$ cat config.mk
export PLATFORM = sky130hd
export DESIGN_NAME = vcip_top
export DESIGN_NICKNAME = d
export VERILOG_FILES = /design/src/hw/vcip_pkg.sv /design/src/hw/vcip_top.sv /design/src/hw/vcip_delay.sv
export VERILOG_INCLUDE_DIRS = /design/src /design/src/hw
export SDC_FILE = /design/constraint.sdc
export NUM_CORES = 1
export LEC_CHECK = 0
export BUFFER_PORTS_ARGS = -buffer_cell sky130_fd_sc_hd__buf_2
export CORE_UTILIZATION = 56
export CTS_CLUSTER_SIZE = 30
export DETAILED_ROUTE_END_ITERATION = 8
export HOLD_SLACK_MARGIN = 0.1
export PLACE_DENSITY_LB_ADDON = 0.12
export REMOVE_ABC_BUFFERS = 1
export SYNTH_ARGS = -nofsm -noshare
export SYNTH_HDL_FRONTEND = slang
export SYNTH_SLANG_ARGS = --single-unit
export TNS_END_PERCENT = 100
$ cat constraint.sdc
create_clock -name aclk -period 2.2 [get_ports aclk]
set_input_delay 0.33 -clock aclk [delete_from_list [all_inputs] [get_ports aclk]]
set_output_delay 0.33 -clock aclk [all_outputs]
set_load 0.03 [all_outputs]
$ cat src/hw/vcip_regs.svh
`ifndef VCIP_REGS_SVH
`define VCIP_REGS_SVH

// register byte offsets on the bus
`define VCIP_GEN_CTRL_OFS   8'h00
`define VCIP_MISC_CTRL_OFS  8'h04
`define VCIP_MODE_CTRL_OFS  8'h08
`define VCIP_CLK_DIV_OFS    8'h0C
`define VCIP_PAL_DATA_OFS   8'h10
`define VCIP_STATUS_OFS     8'h14

// reset values
`define VCIP_GEN_CTRL_RST   8'h00
`define VCIP_MISC_CTRL_RST  8'h00
`define VCIP_MODE_CTRL_RST  8'h03
`define VCIP_CLK_DIV_RST    16'h0001
`define VCIP_PAL_DATA_RST   8'h00

// field positions
`define VCIP_GEN_HS_INV     0
`define VCIP_GEN_VS_INV     1
`define VCIP_MISC_OVERRIDE  2
`define VCIP_MISC_SOFT_8BIT 3
`define VCIP_MODE_LEGACY2   0
`define VCIP_MODE_PORT_SEL  1

// host strobe port select codes and indirect indices
`define VCIP_RS_INDEX       4'h0
`define VCIP_RS_PAL_DATA    4'h1
`define VCIP_RS_INDEXED     4'hA
`define VCIP_IDX_GEN_CTRL   8'h1D
`define VCIP_IDX_MISC_CTRL  8'h1E

// pipeline depth shared by pixels, blank and syncs
`define VCIP_PIPE_DEPTH     3

// bus responses
`define VCIP_RESP_OKAY      2'h0
`define VCIP_RESP_SLVERR    2'h2

`endif

$ cat src/hw/vcip_pkg.sv
package vcip_pkg;

	// one byte of register or pixel data
	typedef logic [7:0] vcip_byte_t;

	// word carried down the video pipeline
	typedef logic [10:0] vcip_pipe_word_t;

endpackage

$ cat src/hw/vcip_top.sv
// The address map and the AXI4-Lite interface to the registers were chosen for this implementation.
`timescale 1ns/1ps
`include "vcip_regs.svh"

// What this block does
// - split flag pulse reaches shift clock during blanking
// - shift clock is loop clock, gated during blanking
// - system blank used outside legacy mode two, delayed
// - reset selects legacy mode two
// - selected syncs delayed, each invertible by control bits
// - legacy mode two takes blank from legacy input
// - aux clock divided from dot clock, programmable
// - legacy 8-bit port selectable as pixel input
// - host write captured at write strobe rising edge
// - host read data driven while read strobe low
// - width pin high selects 8-bit palette data
// - 6-bit mode shifts converter data up, zero-fills
// - 6-bit palette readback zeroes two top bits
// - software can override the width pin
// - override bit two, width from bit three
module vcip_top (
	// clock and reset
	input  wire logic        aclk,
	input  wire logic        aresetn,
	// register bus, write
	input  wire logic [7:0]  s_axi_awaddr,
	input  wire logic        s_axi_awvalid,
	output logic             s_axi_awready,
	input  wire logic [31:0] s_axi_wdata,
	input  wire logic [3:0]  s_axi_wstrb,
	input  wire logic        s_axi_wvalid,
	output logic             s_axi_wready,
	output logic [1:0]       s_axi_bresp,
	output logic             s_axi_bvalid,
	input  wire logic        s_axi_bready,
	// register bus, read
	input  wire logic [7:0]  s_axi_araddr,
	input  wire logic        s_axi_arvalid,
	output logic             s_axi_arready,
	output logic [31:0]      s_axi_rdata,
	output logic [1:0]       s_axi_rresp,
	output logic             s_axi_rvalid,
	input  wire logic        s_axi_rready,
	// video control pins
	input  wire logic        system_blank_n,
	input  wire logic        system_hsync_in,
	input  wire logic        system_vsync_in,
	input  wire logic        legacy_blank_n,
	input  wire logic        legacy_hsync_in,
	input  wire logic        legacy_vsync_in,
	input  wire logic        split_transfer_flag,
	input  wire logic [7:0]  legacy_pixel_port,
	input  wire logic [7:0]  system_pixel_in,
	input  wire logic        width_select,
	// host strobe port
	input  wire logic        host_wr_n,
	input  wire logic        host_rd_n,
	input  wire logic [3:0]  host_reg_select,
	input  wire logic [7:0]  host_data_in,
	output logic [7:0]       host_data_out,
	output logic             host_data_oe,
	// video outputs
	output logic [7:0]       dac_data,
	output logic             dac_blank_n,
	output logic             hsync_output,
	output logic             vsync_output,
	output logic             shift_clock,
	output logic             loop_clock_out,
	output logic             aux_divided_clock
);

	////////////////////////////////////////////////////////////////////////
	// helpers

	// byte-lane merge of a bus write
	function automatic logic [31:0] vcip_merge(input logic [31:0] old_v,
		input logic [31:0] new_v, input logic [3:0] strb);
		logic [31:0] res;
		res = old_v;
		for (int b = 0; b < 4; b++)
		begin
			if (strb[b])
				res[b*8 +: 8] = new_v[b*8 +: 8];
		end
		return res;
	endfunction

	// divider terminal count
	function automatic logic vcip_div_end(input logic [7:0] cnt,
		input logic [7:0] ratio);
		return cnt >= ratio;
	endfunction

	// palette byte as seen in 6-bit mode on readback
	function automatic logic [7:0] vcip_pal_read(input logic [7:0] v,
		input logic wide);
		return wide ? v : {2'h0, v[5:0]};
	endfunction

	////////////////////////////////////////////////////////////////////////
	// pin synchronisers, every pin passes two flops

	localparam int PW = 38;
	logic [PW-1:0] pin_meta;
	logic [PW-1:0] pin_sync;
	logic [PW-1:0] next_pin_meta;
	logic [PW-1:0] next_pin_sync;

	always_comb
	begin
		next_pin_meta = {system_blank_n, system_hsync_in, system_vsync_in,
			legacy_blank_n, legacy_hsync_in, legacy_vsync_in,
			split_transfer_flag, width_select, host_wr_n, host_rd_n,
			host_reg_select, host_data_in, legacy_pixel_port,
			system_pixel_in};
		next_pin_sync = pin_meta;
	end

	// strobes idle high after reset so no false edge is seen
	always_ff @(posedge aclk)
	begin
		if (!aresetn)
		begin
			pin_meta <= 38'h0030000000; // write and read strobes high
			pin_sync <= 38'h0030000000;
		end
		else
		begin
			pin_meta <= next_pin_meta;
			pin_sync <= next_pin_sync;
		end
	end

	logic       s_sys_bl_n, s_sys_hs, s_sys_vs, s_leg_bl_n, s_leg_hs;
	logic       s_leg_vs, s_split, s_width, s_wr_n, s_rd_n;
	logic [3:0] s_rs;
	logic [7:0] s_hdata, s_leg_pix, s_sys_pix;
	assign {s_sys_bl_n, s_sys_hs, s_sys_vs, s_leg_bl_n, s_leg_hs, s_leg_vs,
		s_split, s_width, s_wr_n, s_rd_n, s_rs, s_hdata, s_leg_pix,
		s_sys_pix} = pin_sync;

	////////////////////////////////////////////////////////////////////////
	// control registers, bus slave and host strobe port

	logic [7:0]  gen_ctrl, misc_ctrl, mode_ctrl, pal_data, host_index;
	logic [15:0] clk_div;
	logic [7:0]  next_gen_ctrl, next_misc_ctrl, next_mode_ctrl;
	logic [7:0]  next_pal_data, next_host_index;
	logic [15:0] next_clk_div;
	logic        aw_held, w_held, next_aw_held, next_w_held;
	logic [7:0]  awaddr_q, next_awaddr_q;
	logic [31:0] wdata_q, next_wdata_q;
	logic [3:0]  wstrb_q, next_wstrb_q;
	logic        bvalid, next_bvalid, rvalid, next_rvalid;
	logic [1:0]  bresp, next_bresp, rresp, next_rresp;
	logic [31:0] rdata, next_rdata;
	logic        wr_n_prev, next_wr_n_prev;
	logic [7:0]  hrdata, next_hrdata;
	logic        wide, blank_active;

	// override bit wins over the pin; pin low means 6-bit
	assign wide = misc_ctrl[`VCIP_MISC_OVERRIDE] ?
		misc_ctrl[`VCIP_MISC_SOFT_8BIT] : s_width;

	assign s_axi_awready = !aw_held && !bvalid;
	assign s_axi_wready  = !w_held && !bvalid;
	assign s_axi_arready = !rvalid;

	// bus read mux; unmapped offsets answer with an error and zero
	function automatic logic [32:0] vcip_bus_read(input logic [7:0] a);
		case (a)
			`VCIP_GEN_CTRL_OFS:  return {1'b0, 24'h0, gen_ctrl};
			`VCIP_MISC_CTRL_OFS: return {1'b0, 24'h0, misc_ctrl};
			`VCIP_MODE_CTRL_OFS: return {1'b0, 24'h0, mode_ctrl};
			`VCIP_CLK_DIV_OFS:   return {1'b0, 16'h0, clk_div};
			`VCIP_PAL_DATA_OFS:
				return {1'b0, 24'h0, vcip_pal_read(pal_data, wide)};
			`VCIP_STATUS_OFS:    return {1'b0, 28'h0,
				misc_ctrl[`VCIP_MISC_OVERRIDE],
				mode_ctrl[`VCIP_MODE_LEGACY2], blank_active, wide};
			default:             return {1'b1, 32'h0};
		endcase
	endfunction

	always_comb
	begin
		logic        bus_wr;
		logic        host_wr;
		logic [32:0] rd;
		logic [31:0] m;
		bus_wr = 1'b0;
		host_wr = 1'b0;
		rd = 33'h0;
		m = 32'h0;
		next_gen_ctrl = gen_ctrl;
		next_misc_ctrl = misc_ctrl;
		next_mode_ctrl = mode_ctrl;
		next_clk_div = clk_div;
		next_pal_data = pal_data;
		next_host_index = host_index;
		next_aw_held = aw_held;
		next_w_held = w_held;
		next_awaddr_q = awaddr_q;
		next_wdata_q = wdata_q;
		next_wstrb_q = wstrb_q;
		next_bvalid = bvalid;
		next_bresp = bresp;
		next_rvalid = rvalid;
		next_rresp = rresp;
		next_rdata = rdata;
		next_wr_n_prev = s_wr_n;
		// address and data are taken in either order and held
		if (s_axi_awvalid && s_axi_awready)
		begin
			next_aw_held = 1'b1;
			next_awaddr_q = s_axi_awaddr;
		end
		if (s_axi_wvalid && s_axi_wready)
		begin
			next_w_held = 1'b1;
			next_wdata_q = s_axi_wdata;
			next_wstrb_q = s_axi_wstrb;
		end
		if (bvalid && s_axi_bready)
			next_bvalid = 1'b0;
		// write lands one cycle after both halves are held
		if (aw_held && w_held && !bvalid)
		begin
			bus_wr = 1'b1;
			next_aw_held = 1'b0;
			next_w_held = 1'b0;
			next_bvalid = 1'b1;
			next_bresp = `VCIP_RESP_OKAY;
			case (awaddr_q)
				`VCIP_GEN_CTRL_OFS:
				begin
					m = vcip_merge({24'h0, gen_ctrl}, wdata_q, wstrb_q);
					next_gen_ctrl = m[7:0];
				end
				`VCIP_MISC_CTRL_OFS:
				begin
					m = vcip_merge({24'h0, misc_ctrl}, wdata_q, wstrb_q);
					next_misc_ctrl = m[7:0];
				end
				`VCIP_MODE_CTRL_OFS:
				begin
					m = vcip_merge({24'h0, mode_ctrl}, wdata_q, wstrb_q);
					next_mode_ctrl = m[7:0];
				end
				`VCIP_CLK_DIV_OFS:
				begin
					m = vcip_merge({16'h0, clk_div}, wdata_q, wstrb_q);
					next_clk_div = m[15:0];
				end
				`VCIP_PAL_DATA_OFS:
				begin
					m = vcip_merge({24'h0, pal_data}, wdata_q, wstrb_q);
					next_pal_data = m[7:0]; // full byte kept
				end
				`VCIP_STATUS_OFS: next_bresp = `VCIP_RESP_OKAY;
				default:          next_bresp = `VCIP_RESP_SLVERR;
			endcase
		end
		if (rvalid && s_axi_rready)
			next_rvalid = 1'b0;
		if (s_axi_arvalid && s_axi_arready)
		begin
			rd = vcip_bus_read(s_axi_araddr);
			next_rvalid = 1'b1;
			next_rdata = rd[31:0];
			next_rresp = rd[32] ? `VCIP_RESP_SLVERR : `VCIP_RESP_OKAY;
		end
		// host write lands on the strobe's rising edge, unless the bus writes in that cycle
		host_wr = !wr_n_prev && s_wr_n;
		if (host_wr && !bus_wr)
		begin
			case (s_rs)
				`VCIP_RS_INDEX:    next_host_index = s_hdata;
				`VCIP_RS_PAL_DATA: next_pal_data = s_hdata;
				`VCIP_RS_INDEXED:
				begin
					if (host_index == `VCIP_IDX_GEN_CTRL)
						next_gen_ctrl = s_hdata;
					else if (host_index == `VCIP_IDX_MISC_CTRL)
						next_misc_ctrl = s_hdata;
				end
				default: next_host_index = host_index;
			endcase
		end
		// host read data follows the selected register
		case (s_rs)
			`VCIP_RS_INDEX:    next_hrdata = host_index;
			`VCIP_RS_PAL_DATA: next_hrdata = vcip_pal_read(pal_data, wide);
			`VCIP_RS_INDEXED:
				next_hrdata = (host_index == `VCIP_IDX_GEN_CTRL) ? gen_ctrl :
					(host_index == `VCIP_IDX_MISC_CTRL) ? misc_ctrl : 8'h00;
			default:           next_hrdata = 8'h00;
		endcase
	end

	// a host write in the same cycle as a bus write is dropped
	always_ff @(posedge aclk)
	begin
		if (!aresetn)
		begin
			gen_ctrl <= `VCIP_GEN_CTRL_RST;
			misc_ctrl <= `VCIP_MISC_CTRL_RST; // pin governs
			mode_ctrl <= `VCIP_MODE_CTRL_RST; // legacy mode two
			clk_div <= `VCIP_CLK_DIV_RST;
			pal_data <= `VCIP_PAL_DATA_RST;
			host_index <= 8'h00;
			aw_held <= 1'b0;
			w_held <= 1'b0;
			awaddr_q <= 8'h00;
			wdata_q <= 32'h0;
			wstrb_q <= 4'h0;
			bvalid <= 1'b0;
			bresp <= `VCIP_RESP_OKAY;
			rvalid <= 1'b0;
			rresp <= `VCIP_RESP_OKAY;
			rdata <= 32'h0;
			wr_n_prev <= 1'b1;
			hrdata <= 8'h00;
		end
		else
		begin
			gen_ctrl <= next_gen_ctrl;
			misc_ctrl <= next_misc_ctrl;
			mode_ctrl <= next_mode_ctrl;
			clk_div <= next_clk_div;
			pal_data <= next_pal_data;
			host_index <= next_host_index;
			aw_held <= next_aw_held;
			w_held <= next_w_held;
			awaddr_q <= next_awaddr_q;
			wdata_q <= next_wdata_q;
			wstrb_q <= next_wstrb_q;
			bvalid <= next_bvalid;
			bresp <= next_bresp;
			rvalid <= next_rvalid;
			rresp <= next_rresp;
			rdata <= next_rdata;
			wr_n_prev <= next_wr_n_prev;
			hrdata <= next_hrdata;
		end
	end

	assign s_axi_bvalid = bvalid;
	assign s_axi_bresp = bresp;
	assign s_axi_rvalid = rvalid;
	assign s_axi_rresp = rresp;
	assign s_axi_rdata = rdata;
	assign host_data_out = hrdata;
	assign host_data_oe = !s_rd_n;

	////////////////////////////////////////////////////////////////////////
	// video path: source select, common delay, output formatting

	logic                      legacy2;
	vcip_pkg::vcip_pipe_word_t pipe_in;
	vcip_pkg::vcip_pipe_word_t pipe_out;

	assign legacy2 = mode_ctrl[`VCIP_MODE_LEGACY2];

	// one delay line for all fields keeps them aligned
	always_comb
	begin
		pipe_in[7:0] = mode_ctrl[`VCIP_MODE_PORT_SEL] ?
			s_leg_pix : s_sys_pix;
		pipe_in[8] = legacy2 ? s_leg_bl_n : s_sys_bl_n;
		pipe_in[9] = legacy2 ? s_leg_hs : s_sys_hs;
		pipe_in[10] = legacy2 ? s_leg_vs : s_sys_vs;
	end

	vcip_delay #(
		.WIDTH (11),
		.DEPTH (`VCIP_PIPE_DEPTH)
	) u_delay (
		.aclk    (aclk),
		.aresetn (aresetn),
		.din     (pipe_in),
		.dout    (pipe_out)
	);

	assign blank_active = !pipe_out[8];

	////////////////////////////////////////////////////////////////////////
	// clock dividers and registered video outputs

	logic [7:0] loop_cnt, aux_cnt, next_loop_cnt, next_aux_cnt;
	logic       loop_lvl, aux_lvl, next_loop_lvl, next_aux_lvl;
	logic [7:0] next_dac_data;
	logic       next_dac_blank_n, next_hs, next_vs, next_sclk;

	always_comb
	begin
		next_loop_cnt = loop_cnt + 8'h01;
		next_loop_lvl = loop_lvl;
		if (vcip_div_end(loop_cnt, clk_div[15:8]))
		begin
			next_loop_cnt = 8'h00;
			next_loop_lvl = !loop_lvl;
		end
		// aux clock comes straight from the dot clock
		next_aux_cnt = aux_cnt + 8'h01;
		next_aux_lvl = aux_lvl;
		if (vcip_div_end(aux_cnt, clk_div[7:0]))
		begin
			next_aux_cnt = 8'h00;
			next_aux_lvl = !aux_lvl;
		end
		next_dac_data = wide ? pipe_out[7:0] :
			{pipe_out[5:0], 2'h0};
		next_dac_blank_n = pipe_out[8];
		next_hs = pipe_out[9] ^ gen_ctrl[`VCIP_GEN_HS_INV];
		next_vs = pipe_out[10] ^ gen_ctrl[`VCIP_GEN_VS_INV];
		// gated off in blanking except for a split-transfer pulse
		next_sclk = blank_active ? s_split : next_loop_lvl;
	end

	always_ff @(posedge aclk)
	begin
		if (!aresetn)
		begin
			loop_cnt <= 8'h00;
			aux_cnt <= 8'h00;
			loop_lvl <= 1'b0;
			aux_lvl <= 1'b0;
			dac_data <= 8'h00;
			dac_blank_n <= 1'b0;
			hsync_output <= 1'b0;
			vsync_output <= 1'b0;
			shift_clock <= 1'b0;
		end
		else
		begin
			loop_cnt <= next_loop_cnt;
			aux_cnt <= next_aux_cnt;
			loop_lvl <= next_loop_lvl;
			aux_lvl <= next_aux_lvl;
			dac_data <= next_dac_data;
			dac_blank_n <= next_dac_blank_n;
			hsync_output <= next_hs;
			vsync_output <= next_vs;
			shift_clock <= next_sclk;
		end
	end

	assign loop_clock_out = loop_lvl;
	assign aux_divided_clock = aux_lvl;

endmodule // vcip_top

$ cat src/hw/vcip_delay.sv
`timescale 1ns/1ps

// fixed delay line, one register per stage
module vcip_delay #(
	parameter int WIDTH = 11,
	parameter int DEPTH = 3
) (
	// clock and reset
	input  wire logic             aclk,
	input  wire logic             aresetn,
	// data
	input  wire logic [WIDTH-1:0] din,
	output logic      [WIDTH-1:0] dout
);

	logic [WIDTH-1:0] stage      [DEPTH];
	logic [WIDTH-1:0] next_stage [DEPTH];

	// shift one stage per clock
	always_comb
	begin
		next_stage[0] = din;
		for (int i = 1; i < DEPTH; i++)
		begin
			next_stage[i] = stage[i-1];
		end
	end

	// zero at reset so blank_n reads as blanking until real data arrives
	always_ff @(posedge aclk)
	begin
		for (int i = 0; i < DEPTH; i++)
		begin
			if (!aresetn)
				stage[i] <= '0;
			else
				stage[i] <= next_stage[i];
		end
	end

	assign dout = stage[DEPTH-1];

endmodule // vcip_delay

* Yosys cells after proc, flatten, opt, wreduce, memory -nomap -nowiden
Memory sizes are Yosys's and may differ from the RTL's.
Index checks and enable logic that the tools add are counted.
** Word-level totals
- Input port bits :: 97
- Memories :: 1
- Bits in latches :: 0
- ROM bits :: 0
- Bits in writable memories :: 33
- Logic and storage cells :: 135
- Output and inout port bits :: 64
- Flip-flop bits (word level) :: 237
** Memories
- u_delay.stage :: words 3, width 11, read ports 3, clocked after memory_dff 0, wr ports 3, line vcip_delay.sv:16 : logic [WIDTH-1:0] stage [DEPTH];
** Operators by class
- $add $sub $neg :: 2
- Eq/ne operators :: 14
- Magnitude comparators :: 2
- Multipliers :: 0
- Bitwise gates (word level) :: 6
- Div/mod/pow operators :: 0
- Reduce and logical (&&, ||, !) cells :: 35
- Shift operators :: 0
- Multiplexer cells :: 44
** Operators with widths (count)
- case mux 33 bit (6 select lines) :: 1
- 2-to-1 mux 8 bit :: 23
- == test 8 x 5 -> 1 bit (second input constant) :: 6
- 2-to-1 mux 11 bit :: 3
- 2-to-1 mux 33 bit :: 1
- == test 8 x 4 -> 1 bit (second input constant) :: 4
- case mux 8 bit (3 select lines) :: 1
- adder 8 x 1 -> 8 bit (second input constant) :: 2
- == test 8 x 3 -> 1 bit (second input constant) :: 2
- >= comparator 8 bit :: 2
- zero test 8 bit :: 2
- 2-to-1 mux 1 bit :: 13
- logical AND 1 bit :: 11
- zero test 1 bit :: 10
- AND reduction 3 bit :: 3
- OR reduction 2 bit :: 3
- OR reduction 6 bit :: 1
- == test 4 x 1 -> 1 bit (second input constant) :: 1
- == test 4 bit (second input constant) :: 1
- zero test 4 bit :: 1
- 2-to-1 mux 2 bit :: 2
- AND reduction 2 bit :: 2
- nonzero test 2 bit :: 2
- OR 1 bit :: 3
- 2 further kinds :: 3

* Depth between registers and ports, before layout
Gate-level depths: netlist of run 1.
- Word-level depth :: 7
- Depth in mapped cells :: 7
- Depth with buffers taken out :: 7

* Hierarchy
Synthesis of run 1 repeated with hierarchy kept, for this count alone.
** Second synthesis, totals
- Cell total of the unflattened synthesis :: 977
- Area, all modules :: 9603.0 um2
** Modules (own cells, without submodules)
- vcip_top :: times used 1, cells an instance 908, area each 8679.6 um2, sequential area each 4384.2 um2
- vcip_delay :: times used 1, cells an instance 69, area each 923.4 um2, sequential area each 660.6 um2

* Least setup slack after synthesis of run 1
No wires, ideal clock.
- Kind :: flip-flop to flip-flop
- From :: reg bvalid, in the netlist s_axi_bvalid
- To :: reg gen_ctrl[6]
- Library setup time :: 120 ps
- Cell stages (with the launch flop) :: 8
- Arrival :: 1879 ps
- Required time :: 2080 ps
- Path buffers :: 2
- Path slack :: 201 ps
- Clock period less this slack :: 1999 ps
- Path through :: dfxtp_1 nand3b_1 nand3b_1 or4_1 clkbuf_1 buf_6 o21ai_0 a21oi_1
** On the way
- Longest elaborated chain between the ends :: 6
- Elaborated cells between the ends (all ways) :: 9
- Those cells by class :: mux: 5; reduce/logical: 4
** RTL lines
- from (decl) :: line vcip_top.sv:154 : logic bvalid, next_bvalid, rvalid, next_rvalid;
- from (signal assigned) :: line vcip_top.sv:338 : bvalid <= next_bvalid;
- zero test 1 bit (*) :: line vcip_top.sv:227 : if (aw_held && w_held && !bvalid)
- logical AND 1 bit (*) :: line vcip_top.sv:227
- 2-to-1 mux 8 bit or 2-to-1 mux 1 bit (tied branches) :: line vcip_top.sv:227
- 2-to-1 mux 8 bit or zero test 1 bit (tied branches) :: line vcip_top.sv:282, vcip_top.sv:275
- 2-to-1 mux 8 bit or logical AND 1 bit (tied branches) :: line vcip_top.sv:277, vcip_top.sv:275
- 2-to-1 mux 8 bit (*) :: line vcip_top.sv:275 : if (host_wr && !bus_wr)
- to (signal assigned) :: line vcip_top.sv:306 : gen_ctrl <= `VCIP_GEN_CTRL_RST;
- to (signal assigned) :: line vcip_top.sv:327 : gen_ctrl <= next_gen_ctrl;
- to (decl) :: line vcip_top.sv:145 : logic [7:0] gen_ctrl, misc_ctrl, mode_ctrl, pal_data, host_index;
Mark *: on every way between the ends. The rest lies on a longest branch, timed or not.
A chain may end at the register's enable or synchronous reset.

* Final worst setup path of run 1
- From :: reg awaddr_q[1]
- To :: reg pal_data[0]
** On the way
- Longest elaborated chain between the ends :: 5
** RTL lines
- from (decl) :: line vcip_top.sv:151 : logic [7:0] awaddr_q, next_awaddr_q;
- from (signal assigned) :: line vcip_top.sv:335 : awaddr_q <= next_awaddr_q;
- == test 8 x 5 -> 1 bit (*) :: line vcip_top.sv:234 : case (awaddr_q)
- 2-to-1 mux 8 bit (*) :: line vcip_top.sv:234
- 2-to-1 mux 8 bit (*) :: line vcip_top.sv:227
- 2-to-1 mux 8 bit :: line vcip_top.sv:277 : case (s_rs)
- 2-to-1 mux 8 bit (*) :: line vcip_top.sv:275
- to (signal assigned) :: line vcip_top.sv:310 : pal_data <= `VCIP_PAL_DATA_RST;
- to (signal assigned) :: line vcip_top.sv:331 : pal_data <= next_pal_data;
- to (decl) :: line vcip_top.sv:145
Marked as above.

==> results of run 1 <==
## synth_stat cells, types with 2 or more instances
master,instances
nand3b_1,7
o2bb2ai_1,8
o21ai_0,27
nor2b_1,4
nand4_2,2
and3_1,9
mux2_2,3
buf_2,7
and2_1,97
nand2b_1,10
buf_4,18
xnor2_1,5
nor3_1,2
buf_1,4
clkbuf_1,33
ha_1,18
a211oi_1,8
dfxtp_1,252
or3_1,3
buf_6,2
o21ai_1,3
o211ai_1,2
a22oi_1,13
o21a_1,2
nand4b_1,2
a32oi_1,2
a21o_1,2
nand3_1,14
inv_1,23
nor4_1,4
a21oi_1,57
mux2i_1,75
a2111oi_0,2
nor2_1,96
a221oi_1,7
nand4_1,4
xor2_1,10
nand2_1,86
mux4_2,7
or4_1,2
## power groups by stage
| stage | clock, mW | sequential [mW] | combinational [mW] |
|---|---|---|---|
| 3_3_place_gp | 0 | 4.91 | 0.628 |
| 3_5_place_dp | 0 | 4.91 | 0.643 |
| 6_report | 4.33 | 4.82 | 0.739 |
| 2_1_floorplan | 0 | 4.91 | 0.368 |
| 4_1_cts | 4.41 | 4.82 | 0.738 |
| 5_1_grt | 4.63 | 4.83 | 0.827 |
## registers in the layout, indices dropped and copies added, names as in the netlist, 16 cells and up
register,count
wdata_q,16
next_pin_sync,38
pin_sync,38
u_delay.stage,33
s_axi_rdata,16
clk_div,16
## cell type report
class	count	area, sq um	share of cell area [%]
Tap cell	220	275	2.33
Sequential cell	252	5040	42.7
Clock inverter	8	96.3	0.816
Clock buffer	40	764	6.48
Timing Repair Buffer	219	1520	12.8
Multi-Input combinational cell	623	4010	34.0
Inverter	24	90.1	0.763
## cells by family (layout without fill, tap and decap cells)
kind of cell,after synthesis,in the layout
xor gates and xnor gates,15,15
buffers and inverters,89,291
adders and majority gates,18,18
DFF,252,252
other,1,18
muxes,85,85
and+or+nand+nor,352,352
AOI/OAI and AO/OA,135,135
## how the worst min path moves through the flow
| stage | startpoint | to | slack [ns] |
|---|---|---|---|
| 2_1_floorplan | next_pin_sync[28]$_SDFF_PN1_ | pin_sync[28]$_SDFF_PN1_ | 0.39 |
| 3_3_place_gp | next_pin_sync[28]$_SDFF_PN1_ | pin_sync[28]$_SDFF_PN1_ | 0.39 |
| 3_5_place_dp | next_pin_sync[28]$_SDFF_PN1_ | pin_sync[28]$_SDFF_PN1_ | 0.40 |
| 4_1_cts | aresetn | pin_sync[15]$_SDFF_PN0_ | 0.19 |
| 5_1_grt | aresetn | next_pin_sync[12]$_SDFF_PN0_ | 0.19 |
| 6_report | aresetn | next_pin_sync[5]$_SDFF_PN0_ | 0.20 |
## stage by stage
stage | setup WS, ns | instances
finish | 0.137 | 1386
global route | 0.0500 | 1386
CTS | 0.140 | 1386
detailed placement | 0.165 | 1271
global placement | 0.212 | 1271
floorplan | 0.207 | 899
## repair_timing
item,4_1_cts,5_1_grt
hold buffers,67,0
setup endpoints to repair,0,0
endpoints found under the hold margin,66,0
## worst reg2reg max path: stages (launching register included)
cell and delay [ns]:
dfxtp_1 0.31, or4_4 0.57, nor4_4 0.30, nand4_2 0.41, mux2i_1 0.27, o2bb2ai_1 0.08
## per-layer routing
layer	share of wire, %	up-vias
li1	-	3576
met1	45	3302
met2	48	172
met3	5.3	26
met4	1.5	0
met5	0	-
==> reports/results.ini, run 1 <==
[clock_tree]
numCtsBuffers = 26
cts_tree = yes
clk_latency_ns = 0.51
clk_path_buf_depth = 3
postCtsSetupRepairBufs = 0
clk_pin_slew_ns = 0.06
cts-resized-gates = 0
root_buffer = clkbuf_16
htreeDepth = 1
clock_sinks = 252

[logic_synthesis]
synth_top_flop_cell = dfxtp_1
synth_top_family_by_area = simple AND/OR/NAND/NOR gates
avgSynthCellArea_sq_um = 9.95
synth-seq-cells = 252
netlist_instances = 947
synth_area_leaders = dfxtp_1, mux2i_1, and2_1
synth_fa_ha_area_share_pct = 2.39
synth-simple-area-share_pct = 19.4
ys_async_sr_fraction_pct = 0
synth_xor_area_share_pct = 1.39
synth_compound_area_share_pct = 8.73
synth.distinct_cells = 55
synth_edf_count = 0
netlist.area_leader.share_pct = 53.5
yosys_warnings = 0
synth_mux_area_share_pct = 10.0
yosysTopAreaCell = dfxtp_1
synth_area_sq_um = 9420
seq_area_frac_synth_pct = 53.5

[finish]
drive_above_1_share_pct = 18.2
finalInstanceArea_sq_um = 11800
area_delta_synth_final_pct = 25.3
final_core_util_pct = 71.4
fillers = 1283
antenna_cells = 0
nNetsFinal = 1261
layout_commonest_cell = dfxtp_1
final_cell_mix = dfxtp_1, buf_2, and2_1

[floorplan]
initial_core_util_pct = 57.0
rows = 47
coreArea_sq_um = 16500
die_area_sq_um = 17300
die_y_um = 132
die_width_um = 132
ios = 161

[sta]
finalSetupViolations = 0
fin_crit_ns = 2.06
hold_viol_final = 0
rsz0062_at_grt = false
relSlewSlack_pct = 57.5
tightestPinTransition_ns = 0.631
timing.final.max_slew_violations = 0
timing.hold.ws_ns = 0.197
skew_ns = 0.0155
fin_crit_sh_pct = 93.8
setup_tns_ns = 0
max_freq_ghz = 0.485

[critical_path]
critPathRequiredTime_ns = 2.59
worstSetupStartpoint = awaddr_q[1]$_SDFFE_PN0P_
cp_data_arrival_time_ns = 2.45
cp-endpoint = pal_data[0]$_SDFF_PN0_
reg2reg_slack_ns = 0.14
reg2reg_depth = 5
path_depth = 5
rr_endpoint = pal_data[0]$_SDFF_PN0_
endpoint_kind = flop
cp_cell_sequence = or4_4 > nor4_4 > nand4_2 > mux2i_1 > o2bb2ai_1
reg2reg_from = awaddr_q[1]$_SDFFE_PN0P_
critPathMaxFanout = 8
path_delay_family = simple AND/OR/NAND/NOR gates
max_stage_delay_ns = 0.57
cp_slowest_cell = or4_4
worst-path-buf-inv = 0
critPathLaunchType = flop
worstSetupPathType = flop to flop

[global_route]
grt_pass1_wl_mm = 33.2
grt_use_met1_pct = 30.0
grt_pass1_vias = 6915
gr-total-overflow = 0
grt_use_met3_pct = 3.82
grt_max_degree = 44
grt_use_met2_pct = 41.5
grtUsageTotal_pct = 23.5
antenna_found_initial = 0
top_usage_layer = met2

[pwr]
power_frac_comb_pct = 7.5
clkPwrFrac_pct = 43.8
p_sw_share_pct = 22.6
peakVddDrop_mv = 0.764
leakage_nw = 5.26
power.total_mw = 9.89
p_int_mw = 7.66
p_sw_mw = 2.23
p_seq_share_pct = 48.7
cellPowerDensity_nw_per_um2 = 838

[min_path]
hold_path_depth = 2
hp-class = input port to flop

[placement]
port_buffers = 124
place_congestion = 0.810
placed_area_sq_um = 10300
dp_hpwl_mm = 13.2

[routing]
wire_per_inst_um = 14.7
ant_nets = 0
drtIter0Drc = 350
drt-vias-per-instance = 5.11
drc = 0
drt-total-wl_mm = 20.3
vias = 7076
drtPass1Iterations = 6

[job]
drv_cap = 0

[status]
status = finished, final reports clean

Note: power is estimated with default switching activity, not from simulation.
==> run 2, diff against run 1 <==
--- a/config.mk
+++ b/config.mk
@@ -6,14 +6,15 @@
 export SDC_FILE = /design/constraint.sdc
 export NUM_CORES = 1
 export LEC_CHECK = 0
-export BUFFER_PORTS_ARGS = -buffer_cell sky130_fd_sc_hd__buf_2
-export CORE_UTILIZATION = 56
+export CORE_UTILIZATION = 60
 export CTS_CLUSTER_SIZE = 30
 export DETAILED_ROUTE_END_ITERATION = 8
+export DONT_BUFFER_PORTS = 1
 export HOLD_SLACK_MARGIN = 0.1
 export PLACE_DENSITY_LB_ADDON = 0.12
 export REMOVE_ABC_BUFFERS = 1
 export SYNTH_ARGS = -nofsm -noshare
 export SYNTH_HDL_FRONTEND = slang
+export SYNTH_HIERARCHICAL = 1
 export SYNTH_SLANG_ARGS = --single-unit
 export TNS_END_PERCENT = 100
==> reports/results.ini, run 2 <==
[floorplan]
die_area_sq_um = 16500  ; -4.8%
die_y_um = 129  ; -2.4%
ios = 161  ; unchanged
initial_core_util_pct = 62.2  ; +5.2 points
rows = 45  ; -4.3%
coreArea_sq_um = 15400  ; -6.6%
die_width_um = 129  ; -2.4%

[pwr]
power.total_mw = 10.2  ; +2.7%
leakage_nw = 4.59  ; -13%
cellPowerDensity_nw_per_um2 = 890  ; +6.3%
peakVddDrop_mv = 0.769  ; +0.72%

[logic_synthesis]
yosys-top-cells-count = dfxtp_1, nor2_1, and2_1, mux2i_1, nand2_1
seq_area_frac_synth_pct = 52.5  ; -1.0 points
yosys_warnings = 6  ; +6
synth_top_flop_cell = dfxtp_1
avgSynthCellArea_sq_um = 9.83  ; -1.2%
ys_async_sr_fraction_pct = 0  ; unchanged
synth_edf_count = 0  ; unchanged
synth-seq-cells = 252  ; unchanged
synth_area_sq_um = 9600  ; +1.9%
synth_area_leaders = dfxtp_1, mux2i_1, and2_1
netlist_instances = 977  ; +3.2%
synth.most_common_cell = dfxtp_1
synth.distinct_cells = 55  ; unchanged
netlist.area_leader.share_pct = 52.5  ; -1.0 points
yosysTopAreaCell = dfxtp_1

[critical_path]
endpoint_kind = flop
worstSetupPathType = flop to flop
cp_data_arrival_time_ns = 2.40  ; -0.05 ns
critPathLaunchType = flop
critPathRequiredTime_ns = 2.59  ; about the same
critPathMaxFanout = 8  ; unchanged

[global_route]
gr-total-overflow = 0  ; unchanged
grt_max_degree = 156  ; +250%
antenna_found_initial = 0  ; unchanged
grt_pass1_wl_mm = 34.1  ; +2.5%
grtUsageTotal_pct = 26.1  ; +2.5 points
grt_pass1_vias = 7038  ; +1.8%

[clock_tree]
clk_pin_slew_ns = 0.06  ; about the same
clk_latency_ns = 0.52  ; about the same
root_buffer = clkbuf_16
htreeDepth = 1  ; unchanged
cts_tree = yes
clk_path_buf_depth = 3  ; unchanged
clock_sinks = 252  ; unchanged
numCtsBuffers = 25  ; -3.8%

[routing]
drt-vias-per-instance = 5.48  ; +7.4%
top_layer_used = met4
drtPass1Iterations = 5  ; -1
drc = 0  ; unchanged
vias = 7003  ; -1.0%
ant_nets = 0  ; unchanged
wl_met2_mm = 10.2  ; +4.2%
drt-total-wl_mm = 21.4  ; +5.2%
routed-wl-met3_mm = 1.52  ; +42%
wl_met1_mm = 9.01  ; -1.0%
wire_per_inst_um = 16.7  ; +14%
drtIter0Drc = 378  ; +8.0%

[sta]
timing.final.max_slew_violations = 0  ; unchanged
finalSetupViolations = 0  ; unchanged
fin_crit_ns = 2.01  ; -0.0526 ns
relSlewSlack_pct = 45.1  ; -12 points
rsz0062_at_grt = false
timing.hold.ws_ns = 0.113  ; -0.0843 ns
fin_crit_sh_pct = 91.4  ; -2.4 points
skew_ns = 0.00829  ; -0.00718 ns
max_freq_ghz = 0.497  ; +2.6%
hold_viol_final = 0  ; unchanged
tightestPinTransition_ns = 0.822  ; +0.191 ns

[placement]
port_buffers = 0  ; -100%
dp_hpwl_mm = 13.3  ; +1.1%
place_congestion = 0.861  ; +6.2%

[job]
drv_cap = 0  ; unchanged

[finish]
drive_above_1_share_pct = 12.3  ; -5.9 points
area_delta_synth_final_pct = 18.7
final_core_util_pct = 73.9  ; +2.5 points
layout_commonest_cell = dfxtp_1
final_cell_mix = dfxtp_1, nor2_1, mux2i_1, and2_1, nand2_1
fillers = 1148  ; -11%
nNetsFinal = 1162  ; -7.9%
antenna_cells = 0  ; unchanged

[min_path]
hp-class = input port to flop

[status]
status = finished, final reports clean

-- run 2: power by group --
group | switching, mW | total [mW] | internal (mW)
logic | 0.381 | 0.661 | 0.280
registers | 0.154 | 4.87 | 4.71
clock network | 1.74 | 4.63 | 2.88
-- run 2: timing repair --
item                                   in CTS  in global routing
resized for setup                           0                  0
endpoints found under the hold margin     191                  0
hold buffers                               71                  0
setup buffers                               0                  0
-- run 2: cell families after synthesis --
| group | Yosys count | share of synthesized area (%) |
|---|---|---|
| other | 1 | 0.0391 |
| flip-flops | 252 | 52.5 |
| XOR/XNOR | 15 | 1.37 |
| multiplexers | 92 | 9.93 |
| AND/OR/NAND/NOR | 363 | 20.3 |
| adder cells (fa/ha/maj) | 18 | 2.35 |
| AO/OA/AOI/OAI | 146 | 9.09 |
| buffers and inverters | 90 | 4.38 |
-- run 2: area by class of cell --
class                           instances  area (sq um)  area share (%)
Clock buffer                           35           723            6.34
Clock inverter                         11           190            1.67
Inverter                               23          86.3           0.757
Multi-Input combinational cell        652          4200            36.8
Sequential cell                       252          5040            44.2
Tap cell                              211           264            2.32
Timing Repair Buffer                   93           893            7.83
-- run 2: final timing paths --
path | start | to | slack (ns) | cells after the start
min | s_axi_araddr[5] | s_axi_rdata[4]$_SDFFE_PN0P_ | 0.11 | 3
min reg2reg | next_pin_sync[28]$_SDFF_PN1_ | pin_sync[28]$_SDFF_PN1_ | 0.42 | 1
max | awaddr_q[1]$_SDFFE_PN0P_ | clk_div[0]$_SDFFE_PN1P_ | 0.19 | 5
max reg2reg | awaddr_q[1]$_SDFFE_PN0P_ | clk_div[0]$_SDFFE_PN1P_ | 0.19 | 5
-- run 2: stage by stage --
stage | instances | cell area, sq um | worst slack, ns | TNS [ns]
6_report | 1277 | 11400 | 0.190 | 0
5_1_grt | 1277 | 11400 | 0.0466 | 0
4_1_cts | 1277 | 11400 | 0.184 | 0
3_5_place_dp | 1160 | 9760 | 0.188 | 0
3_3_place_gp | 1160 | 9760 | 0.236 | 0
2_1_floorplan | 927 | 9330 | -0.284 | -2.27
-- run 2: worst max-delay path, stage by stage, from the launching register on --
cell and delay (ns):
dfxtp_1 0.32, or4_4 0.60, nor4_4 0.35, nand3_2 0.32, mux2i_1 0.24, nand2_1 0.06
-- run 2: metal layers --
layer / vias to the layer above / track usage [%]
li1: 3409 / -
met1: 3306 / 30.9
met2: 245 / 46.4
met3: 43 / 5.61
met4: 0 / 9.55
met5: - / 0
==> run 3, diff against run 2 <==
--- a/config.mk
+++ b/config.mk
@@ -10,6 +10,7 @@
 export CTS_CLUSTER_SIZE = 30
 export DETAILED_ROUTE_END_ITERATION = 8
 export DONT_BUFFER_PORTS = 1
+export GPL_TIMING_DRIVEN = 0
 export HOLD_SLACK_MARGIN = 0.1
 export PLACE_DENSITY_LB_ADDON = 0.12
 export REMOVE_ABC_BUFFERS = 1
==> reports/results.ini, run 3 (same netlist as run 2, synthesis figures left out) <==
[status]
status = finished, final reports clean

[sta]
hold_viol_final = 0  ; unchanged
rsz0062_at_grt = false
timing.final.max_slew_violations = 0  ; unchanged
finalSetupViolations = 0  ; unchanged
tightestPinTransition_ns = 0.797  ; -0.0251 ns
max_freq_ghz = 0.479  ; -3.6%
fin_crit_ns = 2.09  ; +0.0755 ns
relSlewSlack_pct = 46.5  ; +1.4 points
skew_ns = 0.0176  ; +0.00932 ns
setup_tns_ns = 0  ; unchanged
timing.hold.ws_ns = 0.112  ; -0.000850 ns
fin_crit_sh_pct = 94.8  ; +3.4 points

[pwr]
leakage_nw = 4.57  ; -0.58%
cellPowerDensity_nw_per_um2 = 881  ; -1.0%
power.total_mw = 10.1  ; -0.62%
peakVddDrop_mv = 0.741  ; -3.6%

[min_path]
hold_path_depth = 3  ; unchanged
whs_endpoint = aux_divided_clock$_SDFFE_PN0P_
hp-class = input port to flop
hp-start = aresetn

[routing]
drt-total-wl_mm = 21.0  ; -1.7%
ant_nets = 0  ; unchanged
drtPass1Iterations = 5  ; unchanged
drtIter0Drc = 414  ; +9.5%
drc = 0  ; unchanged
wire_per_inst_um = 16.5  ; -1.2%
vias = 7013  ; +0.14%
drt-vias-per-instance = 5.52  ; +0.62%

[finish]
layout_commonest_cell = dfxtp_1
final_cell_mix = dfxtp_1, nor2_1, mux2i_1
nNetsFinal = 1155  ; -0.60%
antenna_cells = 0  ; unchanged
multiInputGateArea_sq_um = 4280  ; +1.8%
seqCellArea_sq_um = 5050  ; about the same
drive_above_1_share_pct = 12.9  ; +0.64 points
area_delta_synth_final_pct = 19.3
fillers = 1085  ; -5.5%
final_core_util_pct = 74.2  ; +0.32 points

[floorplan]
die_area_sq_um = 16500  ; unchanged
initial_core_util_pct = 62.2  ; unchanged
coreArea_sq_um = 15400  ; unchanged
rows = 45  ; unchanged
die_width_um = 129  ; unchanged
ios = 161  ; unchanged
die_y_um = 129  ; unchanged

[critical_path]
critPathLaunchType = flop
endpoint_kind = flop
reg2reg_depth = 5  ; unchanged
path_delay_family = simple AND/OR/NAND/NOR gates
cp_cell_sequence = nand3b_2 > and3b_1 > or3b_4 > o21ai_0 > a21oi_1
critPathMaxFanout = 16  ; +8
critPathRequiredTime_ns = 2.60  ; about the same
cp_data_arrival_time_ns = 2.48  ; +0.08 ns
cp_slowest_cell = or3b_4
reg2reg_slack_ns = 0.11  ; -0.08 ns
max_stage_delay_ns = 0.53  ; -0.07 ns
worstSetupPathType = flop to flop
worst-path-buf-inv = 0  ; unchanged
reg2reg_from = s_axi_bvalid$_SDFFE_PN0P_
rr_endpoint = misc_ctrl[4]$_SDFF_PN0_

[clock_tree]
htreeDepth = 1  ; unchanged
clk_latency_ns = 0.53  ; about the same
clk_pin_slew_ns = 0.06  ; about the same
cts_tree = yes
numCtsBuffers = 26  ; +4.0%
clk_path_buf_depth = 3  ; unchanged
root_buffer = clkbuf_16
clock_sinks = 252  ; unchanged

[placement]
dp_hpwl_mm = 12.9  ; -3.1%
port_buffers = 0  ; unchanged
place_congestion = 0.830  ; -3.6%

[global_route]
grt_pass1_wl_mm = 33.7  ; -1.0%
grtUsageTotal_pct = 25.7  ; -0.42 points
gr-total-overflow = 0  ; unchanged
grt_pass1_vias = 6948  ; -1.3%
grt_max_degree = 156  ; unchanged
antenna_found_initial = 0  ; unchanged

[job]
drv_cap = 0  ; unchanged

-- run 3: changes by cell type in the layout (fill, tap and decap cells not counted), moves of 3 or more --
cell / before / now
buf_4: 22 / 10
clkbuf_1: 4 / 1
clkbuf_8: 6 / 1
clkinv_2: 3 / 6
clkinvlp_4: 1 / 5
dlygate4sd3_1: 70 / 73
-- run 3: worst register-to-register path: cells and delay by family, from the launching register on --
kind               cells  cell delay (ns)
DFF                    1             0.45
and+or+nand+nor        3             1.25
AOI/OAI and AO/OA      2             0.26
-- run 3: final cells by class --
class                      instances  area share [%]
timing repair buffer              85            7.52
multi-input combinational        652            37.4
clock buffer                      28            5.83
inverter                          23           0.765
sequential                       252            44.1
tap                              211            2.31
clock inverter                    20            2.14
-- run 3: worst max path at each step --
stage,start,endpoint,cells after the start,slack (ns)
after CTS,awaddr_q[1]$_SDFFE_PN0P_,pal_data[5]$_SDFF_PN0_,4,0.004
after detailed placement,pin_sync[24]$_SDFF_PN0_,host_data_out[1]$_SDFF_PN0_,5,-0.71
after global routing,pin_sync[24]$_SDFF_PN0_,misc_ctrl[4]$_SDFF_PN0_,5,0.003
final,s_axi_bvalid$_SDFFE_PN0P_,misc_ctrl[4]$_SDFF_PN0_,5,0.11
after floorplan,s_axi_bvalid$_SDFFE_PN0P_,host_index[0]$_SDFFE_PN0P_,5,-0.28
after global placement,aresetn,aux_divided_clock$_SDFFE_PN0P_,3,-0.79
-- run 3: power by group --
part	switching, mW	leakage, nW	total [mW]	internal (mW)
logic	0.371	2.08	0.643	0.273
clock network	1.87	0.435	4.57	2.71
registers	0.159	2.06	4.87	4.71
total	2.40	4.57	10.1	7.69
-- run 3: layer usage --
metal  share of wire (%)  global-route usage (%)
met2                  47                    44.7
met4                 3.1                    8.93
met1                  43                    31.5
met3                 7.1                    5.32
met5                   0                       0
-- run 3: repair_timing --
item / in CTS / in global routing
setup endpoints to repair: 63 / 32
hold buffers: 74 / 0
gates resized for setup: 12 / 5
endpoints found under the hold margin: 181 / 0
buffers inserted: 6 / 3
pin swaps: 5 / 1
-- run 3: stage by stage --
| step | worst slack (ns) | area, sq um | instances |
|---|---|---|---|
| after floorplan | -0.284 | 9330 | 927 |
| after global placement | -0.791 | 9600 | 1138 |
| after detailed placement | -0.715 | 9630 | 1140 |
| after CTS | 0.00436 | 11400 | 1268 |
| after global routing | 0.00304 | 11500 | 1271 |
| final | 0.114 | 11500 | 1271 |
